`config.mk`:
```
export PLATFORM = sky130hd
export DESIGN_NAME = erxdma_top
export DESIGN_NICKNAME = d
export VERILOG_FILES = /design/src/core/erxdma_pkg.sv /design/src/core/erxdma_top.sv
export SDC_FILE = /design/constraint.sdc
export NUM_CORES = 1
export LEC_CHECK = 0
export BUFFER_PORTS_ARGS = -buffer_cell sky130_fd_sc_hd__buf_4
export CORE_MARGIN = 1
export CORE_UTILIZATION = 45
export DETAILED_ROUTE_END_ITERATION = 16
export PLACE_DENSITY = 0.63
export SYNTH_ARGS = -nofsm -noshare
export SYNTH_HDL_FRONTEND = slang
export SYNTH_SLANG_ARGS = --single-unit
```
`constraint.sdc`:
```
create_clock -name pclk -period 9.65 [get_ports pclk]
set_input_delay 0.4825 -clock pclk [delete_from_list [all_inputs] [get_ports pclk]]
set_output_delay 0.4825 -clock pclk [all_outputs]
set_load 0.01 [all_outputs]
```
`src/core/erxdma_pkg.sv`:
```
// ==========================================================
// Shared constants for the receive buffer DMA
package erxdma_pkg;
	// Register byte offsets on the APB slave
	localparam logic [7:0] OFS_CTRL = 8'h00;
	localparam logic [7:0] OFS_NETCFG = 8'h04;
	localparam logic [7:0] OFS_DMACFG = 8'h08;
	localparam logic [7:0] OFS_RXQB = 8'h0c;
	localparam logic [7:0] OFS_STAT = 8'h10;
	// Reset values
	localparam logic [31:0] CTRL_RST = 32'h0000_0000;
	localparam logic [31:0] NETCFG_RST = 32'h0000_0000;
	localparam logic [31:0] DMACFG_RST = 32'h0002_0000;
	localparam logic [31:0] RXQB_RST = 32'h0000_0000;
	// Field positions
	localparam int CTRL_RXEN = 0;
	localparam int STAT_BNA = 0;
	localparam int STAT_BUSY = 1;
	localparam int NCF_JUMBO = 3;
	localparam int NCF_OFS_LO = 14;
	localparam int NCF_CSUM = 24;
	localparam int NCF_IGN_FCS = 26;
	localparam int DCF_BS_LO = 16;
	localparam int BS_SHIFT = 6;
	localparam logic [14:0] BS_MAX_BYTES = 15'h4000;
	// Descriptor layout
	localparam int DW0_OWN = 0;
	localparam int DW0_WRAP = 1;
	localparam logic [31:0] DESC_STRIDE = 32'h0000_0008;
	localparam logic [31:0] DW1_OFS = 32'h0000_0004;
	localparam int ST_BCAST = 31;
	localparam int ST_MHASH = 30;
	localparam int ST_UHASH = 29;
	localparam int ST_SA = 27;
	localparam int ST_SA_LO = 25;
	localparam int ST_TID = 24;
	localparam int ST_TID_LO = 22;
	localparam int ST_VLAN = 21;
	localparam int ST_PRIO = 20;
	localparam int ST_VPRI_LO = 17;
	localparam int ST_CFI = 16;
	localparam int ST_EOF = 15;
	localparam int ST_SOF = 14;
	localparam int ST_LEN13 = 13;
	// Bus operations, index 0 has the highest priority
	localparam int N_OPS = 6;
	localparam logic [2:0] OP_RXDW = 3'h0;
	localparam logic [2:0] OP_RXDR = 3'h1;
	localparam logic [2:0] OP_TXDW = 3'h2;
	localparam logic [2:0] OP_TXDR = 3'h3;
	localparam logic [2:0] OP_RXWR = 3'h4;
	localparam logic [2:0] OP_TXRD = 3'h5;
	// AHB encodings
	localparam logic [1:0] HTRANS_IDLE = 2'h0;
	localparam logic [1:0] HTRANS_NONSEQ = 2'h2;
	localparam logic [2:0] HSIZE_BYTE = 3'h0;
	localparam logic [2:0] HSIZE_WORD = 3'h2;
	localparam logic [2:0] HBURST_SINGLE = 3'h0;
	typedef enum logic [1:0] {A_IDLE, A_ADDR, A_DATA, A_DONE} erxdma_ahb_state_t;
	typedef enum logic [2:0] {R_IDLE, R_FETCH, R_DATA, R_STAT, R_USED, R_DROP} erxdma_rx_state_t;
endpackage

```
`src/core/erxdma_top.sv`:
```
// Summary of operation
// - Bus grants follow fixed six-level operation priority
// - Buffer size 64 B to 16 KB, 128 default
// - Descriptors fetched from queue pointer, base programmed
// - Descriptor is address word plus status word
// - Overflowed buffer status zero except start flag
// - Used buffer gets bit zero set
// - Frame continues in next buffers; last gets status
// - First buffer offset 0-3 bytes shrinks its length
// - Address word bits 31:2 give buffer start
// - Wrap bit marks last descriptor of list
// - Write buffer only if ownership bit clear
// - Status bits 31/30/29: broadcast, multicast, unicast
// - Bit 27 plus 26:25 report specific-address match
// - Specific-address priority four down to one
// - Offload off: bit 24 type-ID match flag
// - Offload on: bit 24 SNAP without CFI tag
// - Type-ID code 23:22 only when offload off
// - Offload on: 23:22 give checksum result
// - Bit 15 end, bit 14 start of frame
// - Pointer steps two words, wraps to base
// - Length in 12:0, bit 13 extends in jumbo
//
// Implementation choices: the address map and the APB register port.
`timescale 1ns/1ps
`default_nettype none
module erxdma_top
	import erxdma_pkg::*;
(
	input wire logic pclk,
	input wire logic presetn,
	input wire logic [7:0] paddr,
	input wire logic psel,
	input wire logic penable,
	input wire logic pwrite,
	input wire logic [31:0] pwdata,
	output logic [31:0] prdata,
	output logic pready,
	output logic pslverr,
	output logic [31:0] haddr,
	output logic [1:0] htrans,
	output logic hwrite,
	output logic [2:0] hsize,
	output logic [2:0] hburst,
	output logic [31:0] hwdata,
	input wire logic [31:0] hrdata,
	input wire logic hready,
	input wire logic rx_valid,
	input wire logic [7:0] rx_data,
	input wire logic rx_last,
	output logic rx_ready,
	input wire logic rx_bcast,
	input wire logic rx_mhash,
	input wire logic rx_uhash,
	input wire logic [3:0] rx_sa_match,
	input wire logic [3:0] rx_tid_match,
	input wire logic rx_snap,
	input wire logic rx_vlan,
	input wire logic rx_prio_tag,
	input wire logic [2:0] rx_vlan_pri,
	input wire logic rx_cfi,
	input wire logic [1:0] rx_csum,
	input wire logic rx_fcs_bad,
	input wire logic tx_desc_wr_req,
	input wire logic [31:0] tx_desc_wr_addr,
	input wire logic [31:0] tx_desc_wdata,
	input wire logic tx_desc_rd_req,
	input wire logic [31:0] tx_desc_rd_addr,
	input wire logic tx_data_rd_req,
	input wire logic [31:0] tx_data_rd_addr,
	output logic tx_desc_wr_done,
	output logic tx_desc_rd_done,
	output logic tx_data_rd_done,
	output logic [31:0] tx_rdata
);

	// ==========================================================
	// Helpers
	// Highest set match wins, so register 4 beats register 1
	function automatic logic [1:0] enc_top(input logic [3:0] m);
		logic [1:0] r;
		r = 2'h0;
		for (int i = 0; i < 4; i++)
			if (m[i])
				r = 2'(i);
		return r;
	endfunction

	// Lowest index pending wins
	function automatic logic [2:0] pick(input logic [N_OPS-1:0] r);
		logic [2:0] g;
		g = 3'h0;
		for (int i = N_OPS - 1; i >= 0; i--)
			if (r[i])
				g = 3'(i);
		return g;
	endfunction

	function automatic logic mapped(input logic [7:0] a);
		return a == OFS_CTRL || a == OFS_NETCFG || a == OFS_DMACFG ||
			a == OFS_RXQB || a == OFS_STAT;
	endfunction

	// ==========================================================
	// APB register file
	logic [31:0] ctrl_q, ctrl_d, netcfg_q, netcfg_d, dmacfg_q, dmacfg_d, base_q, base_d;
	logic [31:0] prdata_q, prdata_d;
	logic bna_q, bna_d, bna_set, base_wr;
	logic [31:0] ptr_q;
	erxdma_rx_state_t rs_q, rs_d;
	logic wr_acc, rx_en;

	assign wr_acc = psel && penable && pwrite && mapped(paddr);
	assign rx_en = ctrl_q[CTRL_RXEN];
	// Base is frozen while receive runs, so the walk is never torn
	assign base_wr = wr_acc && paddr == OFS_RXQB && !rx_en;
	assign pready = 1'b1;
	assign pslverr = psel && penable && !mapped(paddr);
	assign prdata = prdata_q;

	// Next register values and read data, fetched in the setup cycle
	always_comb
	begin
		ctrl_d = ctrl_q;
		netcfg_d = netcfg_q;
		dmacfg_d = dmacfg_q;
		base_d = base_q;
		bna_d = bna_q;
		prdata_d = prdata_q;
		if (wr_acc && paddr == OFS_CTRL)
			ctrl_d = pwdata;
		if (wr_acc && paddr == OFS_NETCFG)
			netcfg_d = pwdata;
		if (wr_acc && paddr == OFS_DMACFG)
			dmacfg_d = pwdata;
		if (base_wr)
			base_d = {pwdata[31:2], 2'h0};
		if (wr_acc && paddr == OFS_STAT && pwdata[STAT_BNA])
			bna_d = 1'b0;
		if (bna_set)
			bna_d = 1'b1;
		if (psel && !penable)
		begin
			unique case (paddr)
				OFS_CTRL: prdata_d = ctrl_q;
				OFS_NETCFG: prdata_d = netcfg_q;
				OFS_DMACFG: prdata_d = dmacfg_q;
				OFS_RXQB: prdata_d = ptr_q;
				OFS_STAT: prdata_d = {30'h0, rs_q != R_IDLE, bna_q};
				default: prdata_d = 32'h0;
			endcase
		end
	end

	always_ff @(posedge pclk or negedge presetn)
	begin
		if (!presetn)
		begin
			ctrl_q <= CTRL_RST;
			netcfg_q <= NETCFG_RST;
			dmacfg_q <= DMACFG_RST;
			base_q <= RXQB_RST;
			bna_q <= 1'b0;
			prdata_q <= 32'h0;
		end
		else
		begin
			ctrl_q <= ctrl_d;
			netcfg_q <= netcfg_d;
			dmacfg_q <= dmacfg_d;
			base_q <= base_d;
			bna_q <= bna_d;
			prdata_q <= prdata_d;
		end
	end

	// ==========================================================
	// AHB master with fixed-priority arbiter
	erxdma_ahb_state_t as_q, as_d;
	logic [N_OPS-1:0] req;
	logic [2:0] op_q, op_d, sel;
	logic [31:0] haddr_q, haddr_d, hwdata_q, hwdata_d, rdata_q, rdata_d;
	logic hwrite_q, hwrite_d;
	logic [2:0] hsize_q, hsize_d;
	logic [31:0] rx_waddr, rx_wdata;
	logic done, rx_rd_op;

	assign sel = pick(req);
	assign done = as_q == A_DONE;
	assign htrans = (as_q == A_ADDR) ? HTRANS_NONSEQ : HTRANS_IDLE;
	assign hburst = HBURST_SINGLE;
	assign haddr = haddr_q;
	assign hwrite = hwrite_q;
	assign hsize = hsize_q;
	assign hwdata = hwdata_q;
	assign tx_rdata = rdata_q;
	assign tx_desc_wr_done = done && op_q == OP_TXDW;
	assign tx_desc_rd_done = done && op_q == OP_TXDR;
	assign tx_data_rd_done = done && op_q == OP_TXRD;
	assign req[OP_RXDR] = rs_q == R_FETCH;
	assign req[OP_TXDW] = tx_desc_wr_req;
	assign req[OP_TXDR] = tx_desc_rd_req;
	assign req[OP_RXWR] = rs_q == R_DATA && rx_valid;
	assign req[OP_TXRD] = tx_data_rd_req;
	assign req[OP_RXDW] = rs_q == R_STAT || rs_q == R_USED;
	assign rx_rd_op = sel == OP_RXDR;

	// One single transfer at a time; the done cycle lets requesters drop
	always_comb
	begin
		as_d = as_q;
		op_d = op_q;
		haddr_d = haddr_q;
		hwrite_d = hwrite_q;
		hsize_d = hsize_q;
		hwdata_d = hwdata_q;
		rdata_d = rdata_q;
		unique case (as_q)
			A_IDLE:
				if (|req)
				begin
					as_d = A_ADDR;
					op_d = sel;
					hwrite_d = 1'b1;
					hsize_d = HSIZE_WORD;
					hwdata_d = rx_wdata;
					haddr_d = rx_waddr;
					unique case (sel)
						OP_TXDW:
						begin
							haddr_d = tx_desc_wr_addr;
							hwdata_d = tx_desc_wdata;
						end
						OP_TXDR:
						begin
							haddr_d = tx_desc_rd_addr;
							hwrite_d = 1'b0;
						end
						OP_TXRD:
						begin
							haddr_d = tx_data_rd_addr;
							hwrite_d = 1'b0;
						end
						OP_RXWR:
						begin
							hsize_d = HSIZE_BYTE;
							hwdata_d = {4{rx_data}};
						end
						default: hwrite_d = !rx_rd_op;
					endcase
				end
			A_ADDR:
				if (hready)
					as_d = A_DATA;
			A_DATA:
				if (hready)
				begin
					as_d = A_DONE;
					rdata_d = hrdata;
				end
			A_DONE: as_d = A_IDLE;
		endcase
	end

	always_ff @(posedge pclk or negedge presetn)
	begin
		if (!presetn)
		begin
			as_q <= A_IDLE;
			op_q <= OP_RXDW;
			haddr_q <= 32'h0;
			hwrite_q <= 1'b0;
			hsize_q <= HSIZE_WORD;
			hwdata_q <= 32'h0;
			rdata_q <= 32'h0;
		end
		else
		begin
			as_q <= as_d;
			op_q <= op_d;
			haddr_q <= haddr_d;
			hwrite_q <= hwrite_d;
			hsize_q <= hsize_d;
			hwdata_q <= hwdata_d;
			rdata_q <= rdata_d;
		end
	end

	// ==========================================================
	// Receive buffer manager
	logic [31:0] ptr_d, buf_q, buf_d, st_q, st_d, fstat;
	logic wrap_q, wrap_d, sof_q, sof_d, eof_q, eof_d;
	logic [14:0] fill_q, fill_d, cap_q, cap_d, bsize, ofs;
	logic [13:0] len_q, len_d, len_n;
	logic [7:0] bs_field;
	logic csum_on;

	assign bs_field = dmacfg_q[DCF_BS_LO +: 8];
	// Field counts 64-byte units; zero stands for the 16 KB top
	assign bsize = (bs_field == 8'h0) ? BS_MAX_BYTES : 15'(bs_field) << BS_SHIFT;
	assign ofs = {13'h0, netcfg_q[NCF_OFS_LO +: 2]};
	assign csum_on = netcfg_q[NCF_CSUM];
	assign len_n = len_q + 14'h1;
	assign rx_ready = (rs_q == R_DROP) || (done && op_q == OP_RXWR);
	assign bna_set = rs_q == R_FETCH && done && op_q == OP_RXDR && rdata_q[DW0_OWN];

	// Descriptor write address and data
	always_comb
	begin
		rx_waddr = ptr_q;
		rx_wdata = {buf_q[31:2], wrap_q, 1'b1};
		if (rs_q == R_STAT)
		begin
			rx_waddr = ptr_q + DW1_OFS;
			rx_wdata = eof_q ? st_q : 32'(sof_q) << ST_SOF;
		end
		else if (rs_q == R_DATA)
			rx_waddr = buf_q + 32'(fill_q) + (sof_q ? 32'(ofs) : 32'h0);
	end

	// Whole-frame status, built as the last byte is stored
	always_comb
	begin
		fstat = 32'h0;
		fstat[ST_BCAST] = rx_bcast;
		fstat[ST_MHASH] = rx_mhash;
		fstat[ST_UHASH] = rx_uhash;
		fstat[ST_SA] = |rx_sa_match;
		fstat[ST_SA_LO +: 2] = enc_top(rx_sa_match);
		if (csum_on)
		begin
			fstat[ST_TID] = rx_snap && (!rx_vlan || !rx_cfi);
			fstat[ST_TID_LO +: 2] = rx_csum;
		end
		else
		begin
			fstat[ST_TID] = |rx_tid_match;
			fstat[ST_TID_LO +: 2] = enc_top(rx_tid_match);
		end
		fstat[ST_VLAN] = rx_vlan;
		fstat[ST_PRIO] = rx_prio_tag;
		fstat[ST_VPRI_LO +: 3] = rx_vlan_pri;
		fstat[ST_CFI] = rx_cfi;
		fstat[ST_EOF] = 1'b1;
		fstat[ST_SOF] = sof_q;
		fstat[12:0] = len_n[12:0];
		if (netcfg_q[NCF_JUMBO])
			fstat[ST_LEN13] = len_n[13];
		else if (netcfg_q[NCF_IGN_FCS])
			fstat[ST_LEN13] = rx_fcs_bad;
	end

	// Frame walk over the descriptor ring
	always_comb
	begin
		rs_d = rs_q;
		ptr_d = ptr_q;
		buf_d = buf_q;
		wrap_d = wrap_q;
		sof_d = sof_q;
		eof_d = eof_q;
		fill_d = fill_q;
		cap_d = cap_q;
		len_d = len_q;
		st_d = st_q;
		if (base_wr)
			ptr_d = {pwdata[31:2], 2'h0};
		unique case (rs_q)
			R_IDLE:
				if (rx_en && rx_valid)
				begin
					rs_d = R_FETCH;
					sof_d = 1'b1;
					eof_d = 1'b0;
					len_d = 14'h0;
				end
			R_FETCH:
				if (done && op_q == OP_RXDR)
				begin
					if (rdata_q[DW0_OWN])
						rs_d = R_DROP;
					else
					begin
						rs_d = R_DATA;
						buf_d = {rdata_q[31:2], 2'h0};
						wrap_d = rdata_q[DW0_WRAP];
						fill_d = 15'h0;
						cap_d = sof_q ? bsize - ofs : bsize;
					end
				end
			R_DATA:
				if (done && op_q == OP_RXWR)
				begin
					fill_d = fill_q + 15'h1;
					len_d = len_n;
					if (rx_last)
					begin
						rs_d = R_STAT;
						eof_d = 1'b1;
						st_d = fstat;
					end
					else if (fill_q + 15'h1 == cap_q)
						rs_d = R_STAT;
				end
			R_STAT:
				if (done && op_q == OP_RXDW)
					rs_d = R_USED;
			R_USED:
				if (done && op_q == OP_RXDW)
				begin
					ptr_d = wrap_q ? base_q : ptr_q + DESC_STRIDE;
					sof_d = 1'b0;
					rs_d = eof_q ? R_IDLE : R_FETCH;
				end
			R_DROP:
				if (rx_valid && rx_last)
					rs_d = R_IDLE;
			default: rs_d = R_IDLE;
		endcase
	end

	always_ff @(posedge pclk or negedge presetn)
	begin
		if (!presetn)
		begin
			rs_q <= R_IDLE;
			ptr_q <= RXQB_RST;
			buf_q <= 32'h0;
			wrap_q <= 1'b0;
			sof_q <= 1'b0;
			eof_q <= 1'b0;
			fill_q <= 15'h0;
			cap_q <= 15'h0;
			len_q <= 14'h0;
			st_q <= 32'h0;
		end
		else
		begin
			rs_q <= rs_d;
			ptr_q <= ptr_d;
			buf_q <= buf_d;
			wrap_q <= wrap_d;
			sof_q <= sof_d;
			eof_q <= eof_d;
			fill_q <= fill_d;
			cap_q <= cap_d;
			len_q <= len_d;
			st_q <= st_d;
		end
	end

endmodule
`default_nettype wire

```
==> Yosys cells after proc, flatten, opt, wreduce, memory -nomap -nowiden <==
Cells that the tools add are included.
{ "word_totals": {"reg_bits": 407, "inputBits": 240, "wordCells": 192} }
{ "classes": {"n_addsub": 7, "n_eq_ne": 35, "n_mux": 63, "bitwise_logic": 1, "reduce_logical": 63} }
{ "ops": {"columns": ["op", "count"], "rows": [
  ["$mux W32", 8],
  ["$pmux W32 S5", 1],
  ["$pmux W32 S3", 1],
  ["$mux W15", 5],
  ["$pmux W32 S2", 1],
  ["$mux W3", 16],
  ["$add A32 B15 Y32", 1],
  ["$add A32 B2 Y32", 1],
  ["$add A32 B3 Y32 const B", 1],
  ["$add A32 B4 Y32 const B", 1],
  ["$pmux W15 S2", 1],
  ["$mux W14", 2],
  ["$pmux W14 S2", 1],
  ["$logic_and A1 B1 Y1", 25],
  ["$mux W2", 10],
  ["$eq A3 B2 Y1 const B", 6],
  ["$eq A3 B3 Y1 const B", 6],
  ["$pmux W3 S6", 1],
  ["$eq A8 B4 Y1 const B", 2],
  ["$logic_not A8 Y1", 2],
  ["$add A15 B1 Y15 const B", 1],
  ["$eq A15 B15 Y1", 1],
  ["$reduce_and A3 Y1", 5],
  ["$sub A15 B2 Y15", 1],
  ["25 further kinds", 69]
]} }

==> Longest topological paths before layout <==
{ "logic_depth": {"ltp_word": 11, "depth_mapped": 12, "depth_no_buf": 10} }

==> Least setup slack after synthesis <==
No wires, ideal clock.
{ "synth_path": {"path_kind": "reg-to-reg", "start": "register sof_q", "end": "register haddr_q[24], in the netlist haddr[24]", "setup_time_ns": 0.082, "t_arrival_ns": 3.111, "t_required_ns": 9.568, "setup_slack_ns": 6.457, "path_stages_with_launch": 13, "period_less_slack_ns": 3.193, "path_cell_list": "dfrtp_1 > clkbuf_1 > and2_1 > ha_1 > fa_1 > a21o_1 > a31o_2 > a211o_1 > a211oi_2 > or3_1 > buf_2 > mux2_2 > a31oi_1"} }
{ "synth_via": {"elab_chain_len": 5} }
{ "synth_rtl": {"columns": ["item", "line_no", "source"], "rows": [
  ["from (decl)", "erxdma_top.sv:292", "logic wrap_q, wrap_d, sof_q, sof_d, eof_q, eof_d;"],
  ["from (signal assigned)", "erxdma_top.sv:430", "sof_q <= 1'b0;"],
  ["from (signal assigned)", "erxdma_top.sv:443", "sof_q <= sof_d;"],
  ["$mux W2", "erxdma_top.sv:318", "rx_waddr = buf_q + 32'(fill_q) + (sof_q ? 32'(ofs) : 32'h0);"],
  ["$add A32 B2 Y32", "erxdma_top.sv:318", null],
  ["$mux W32", "erxdma_top.sv:317", "else if (rs_q == R_DATA)"],
  ["$mux W32", "erxdma_top.sv:312", "if (rs_q == R_STAT)"],
  ["$pmux W32 S3", "erxdma_top.sv:228", "unique case (sel)"],
  ["to (signal assigned)", "erxdma_top.sv:281", "haddr_q <= haddr_d;"],
  ["to (decl)", "erxdma_top.sv:182", "logic [31:0] haddr_q, haddr_d, hwdata_q, hwdata_d, rdata_q, rdata_d;"]
]} }
Every way passes these cells.
A chain may end at the register's enable or synchronous reset.

==> Final worst setup path <==
{ "layout_path": {"start": "register rs_q[0]", "end": "register haddr_q[7], in the netlist haddr[7]"} }
{ "layout_via": {"elab_chain_len": 9, "elab_cells_between_ends": 19, "cone_classes": "eq/ne: 7; mux: 8; reduce/logical: 4"} }
{ "layout_rtl": {"columns": ["item", "line_no", "source"], "rows": [
  ["from (decl)", "erxdma_top.sv:110", "erxdma_rx_state_t rs_q, rs_d;"],
  ["from (signal assigned)", "erxdma_top.sv:439", "rs_q <= rs_d;"],
  ["$eq A3 B2 Y1", "erxdma_top.sv:203, erxdma_top.sv:317", null],
  ["$logic_and A1 B1 Y1", "erxdma_top.sv:203", "assign req[OP_RXWR] = rs_q == R_DATA && rx_valid;"],
  ["$mux W3 (5 in a row)", "erxdma_top.sv:94", "if (r[i])"],
  ["$eq A3 B3 Y1 / $eq A3 B2 Y1 (equally long branches)", "erxdma_top.sv:228", null],
  ["$pmux W32 S3", "erxdma_top.sv:228", null]
]} }
Several ways; a longest one is shown, not always the timed one.

==> impl_metrics.csv <==
group,metric,value,unit
outcome,status,"finished, violations left",
outcome,violations,"negative hold slack",
timing,fmax,0.2463,GHz
clock_network,cts.clk_slew.worst_paths,0.06,ns
yosys,synth_ff_type,"dfrtp_1",
setup_path,worstPathArrival,4.48,ns
clock_network,cts_tree,"built",
grt,grt_max_degree,149,
power,pwr_density_cell,270.5,nW/µm²
timing,setup_slack,5.589,ns
place,place_area,25140,µm²
yosys,synth-async-reset-ratio,100.0,%
setup_path,worst_path_most_repeated_cell,"buf_4",
yosys,ys_types,89,
timing,skew,0.01176,ns
yosys,avgSynthCellArea,9.617,µm²
setup_path,worstReg2RegStart,"rs_q[0]$_DFFE_PN0P_",
layout,nFillCells,4308,
power,switching_share,39.80,%
yosys,synth.area.top_cells,"dfrtp_1, mux2_2, nand2_1",
timing,period_share,42.08,%
routing,routedWlPerCell,23.59,µm
layout,layout-area-overhead-vs-synth,21.23,%
yosys,ys_seq_elements,402,
routing,viasPerCell,6.104,
clock_network,postCtsSetupBuffers,0,
clock_network,ctsLongestPathBuffers,3,
timing,whs,-0.02554,ns
power,switchingPower,2.881,mW
layout,finalInstanceArea,26750,µm²
floorplan,rows,80,
routing,wl_met2,35770,µm
yosys,yosysTopAreaCell,"dfrtp_1",
yosys,netlist_top_cells_count,"nand2_1, dfrtp_1, mux2_2, o21ai_0, clkbuf_1",
power,seqPwrFrac,35.3,%
clock_network,ctsResizeCount,0,
routing,drc_errors,0,
power,combPwrFrac,38.9,%
floorplan,die_x,223.5,µm
routing,dr.pass1.iters,6,
grt,grt_overflow_total,0,
yosys,synth_cells,2295,
setup_path,crit_path_top_delay_cell,"a222oi_1",
timing,hold_viol,27,
run,cap_violations,0,
power,p_int,4.357,mW
setup_path,startpoint,"rs_q[0]$_DFFE_PN0P_",
power,p_clk_share,25.9,%
setup_path,worstPathRequired,10.07,ns
routing,drtAntennaViolNets,0,
floorplan,die_y,223.5,µm
yosys,synth_top_area_share,45.35,%
setup_path,start_kind,"flop",
place,dpl.hpwl,55160,µm
setup_path,path_cells,"buf_4 -> or3b_2 -> nand3_1 -> nor2_2 -> buf_4 -> a222oi_1 -> o2111ai_1 -> a31oi_1 -> a211oi_1",
grt,antenna_found_initial,3,
timing,drv_slew,0,
floorplan,io_pins,383,
routing,vias,19610,
routing,drt-initial-drc-count,2208,
setup_path,crit_path_end_kind,"flop",
clock_network,holdBufCountCts,0,
power,finalPower,7.238,mW
setup_path,r2r.worst_path.cells,9,
clock_network,cts_sinks,402,
timing,worst_slew_pin_slew,1.214,ns
clock_network,cts_buffers,47,
floorplan,initial_utilization,45.93,%
clock_network,insertion_delay,0.59,ns
place,gp_congestion,0.9428,
setup_path,max_stage_delay,0.77,ns
timing,post-route-min-period,4.061,ns
layout,drive_gt1_share,27.77,%
grt,grt_pass1_vias,18670,
layout,nets,2830,
timing,rsz0062_at_grt,"false",
power,leakage,12.45,nW
clock_network,root_buffer,"clkbuf_16",
clock_network,h-tree-depth,2,
yosys,syn-cell-area,22070,µm²
yosys,synth.most_common_cell,"nand2_1",
place,portBuffers,375,
timing,slew_headroom,18.82,%
timing,finalSetupViolations,0,
yosys,yosys_warnings,0,
yosys,synth_edf_count,0,
layout,final_util,55.68,%
floorplan,core-area,48050,µm²
power,vdd_ir_drop_max,0.0001810,V
place,place_ws,5.757,ns
grt,grt_usage,29.94,%
yosys,yosysSeqAreaShare,45.59,%
setup_path,crit_fanout,33,
routing,top_layer_used,"met5",
grt,grt_pass1_wl,114500,µm
setup_path,worstSetupPathType,"reg -> reg",
routing,wirelength,75810,µm
hold_path,hp-class,"in -> async",
floorplan,die-area,49930,µm²
routing,wl_met1,32970,µm
routing,wl_met3,5246,µm
timing,fin_tns_setup,0,ns
## layout make-up
cell class                 instances  area (µm²)  area share (%)
clock inverter                    17       256.5          0.9587
sequential                       402       10060           37.61
multi-input combinational       1683       11170           41.73
inverter                          30       112.6          0.4209
clock buffer                      65        1355           5.065
tap                              615       769.5           2.876
timing repair buffer             399        3028           11.32
antenna                            2       5.005         0.01871
## kinds of logic (layout without fill, tap and decap cells)
family | Yosys count | count (layout) | share of synthesized area (%)
other cells | 2 | 9 | 0.03403
compound gates | 568 | 568 | 16.68
mux | 217 | 217 | 12.65
fa+ha+maj | 27 | 27 | 1.565
flops | 402 | 402 | 45.59
buf+inv | 215 | 511 | 4.161
xor+xnor | 71 | 71 | 2.818
simple gates | 793 | 793 | 16.50
## flip-flops by register name, summed over array words and instances (netlist names), 2 cells and up
name and count:
rs_q 3, netcfg_q 32, ptr_q 32, buf_q 30
op_q 3, st_q 31, cap_q 12, as_q 2
len_q 14, tx_rdata 32, fill_q 15, dmacfg_q 32
prdata 32, ctrl_q 32, haddr 32, base_q 30
hwdata 32
## path summary, 6_finish.rpt
check	endpoint	slack [ns]
worst max register to register	haddr[7]$_DFFE_PN0P_	5.59
worst min register to register	base_q[13]$_DFFE_PN0N_	0.48
worst min-delay path	prdata[8]$_DFFE_PN0P_	-0.03
max in group asynchronous	len_q[2]$_DFFE_PN0P_	8.22
worst max-delay path	haddr[7]$_DFFE_PN0P_	5.59
min in group pclk	tx_rdata[2]$_DFFE_PN0P_	0.13
## critical path, delay by kind of cell, from the launching register on
family / cells / cell delay, ns
compound gates: 4 / 1.91
buf+inv: 2 / 0.58
flops: 1 / 0.52
simple gates: 3 / 0.86
## routing by layer
metal / global-route usage, % / up-vias
li1: - / 8862
met1: 42.10 / 9841
met2: 47.85 / 784
met3: 4.912 / 124
met4: 8.197 / 2
met5: 0 / -
## cell usage in the layout (no fill, tap or decap), types with 8 or more instances in the layout
master     synthesis  layout
buf_4             12     396
mux2i_1            9       9
a211oi_1          32      32
clkbuf_16          0      48
dfrtp_1          400     400
mux2_2           176     176
xnor2_1           50      50
and2_1            10      10
nor2_1           105     103
mux4_2            32      32
o211ai_1          15      15
nor4_1            17      16
ha_1              26      26
a31oi_1           42      42
clkbuf_8           0       9
inv_1             30      30
o21ai_0          169     169
a22o_1             9       9
o21ai_1           31      30
nand4_1           21      21
a21oi_1          102     102
clkbuf_1         111       8
nor3_1            24      24
a21o_1            15      15
nand2_1          427     424
a222oi_1          25      25
nand3_1           82      82
xor2_1            21      21
a221oi_1          41      41
or3_1             11      11
and3_1            33      33
o31ai_1           16      16
## per-stage QoR
stage	instances	hold slack, ns
floorplan	2300	0.1869
global placement	3129	0.4539
detailed placement	3129	0.4582
CTS	3211	0.01420
global route	3213	0.03083
finish	3213	-0.02554
## power groups by stage
stage	registers (mW)	clock network [mW]	logic, mW
after floorplan	2.41	0	1.76
after global placement	2.55	0	2.75
after global routing	2.60	1.96	3.05
after CTS	2.54	1.90	2.80
after detailed placement	2.56	0	2.78
final	2.55	1.87	2.81
Power figures use the tool's default switching activity.
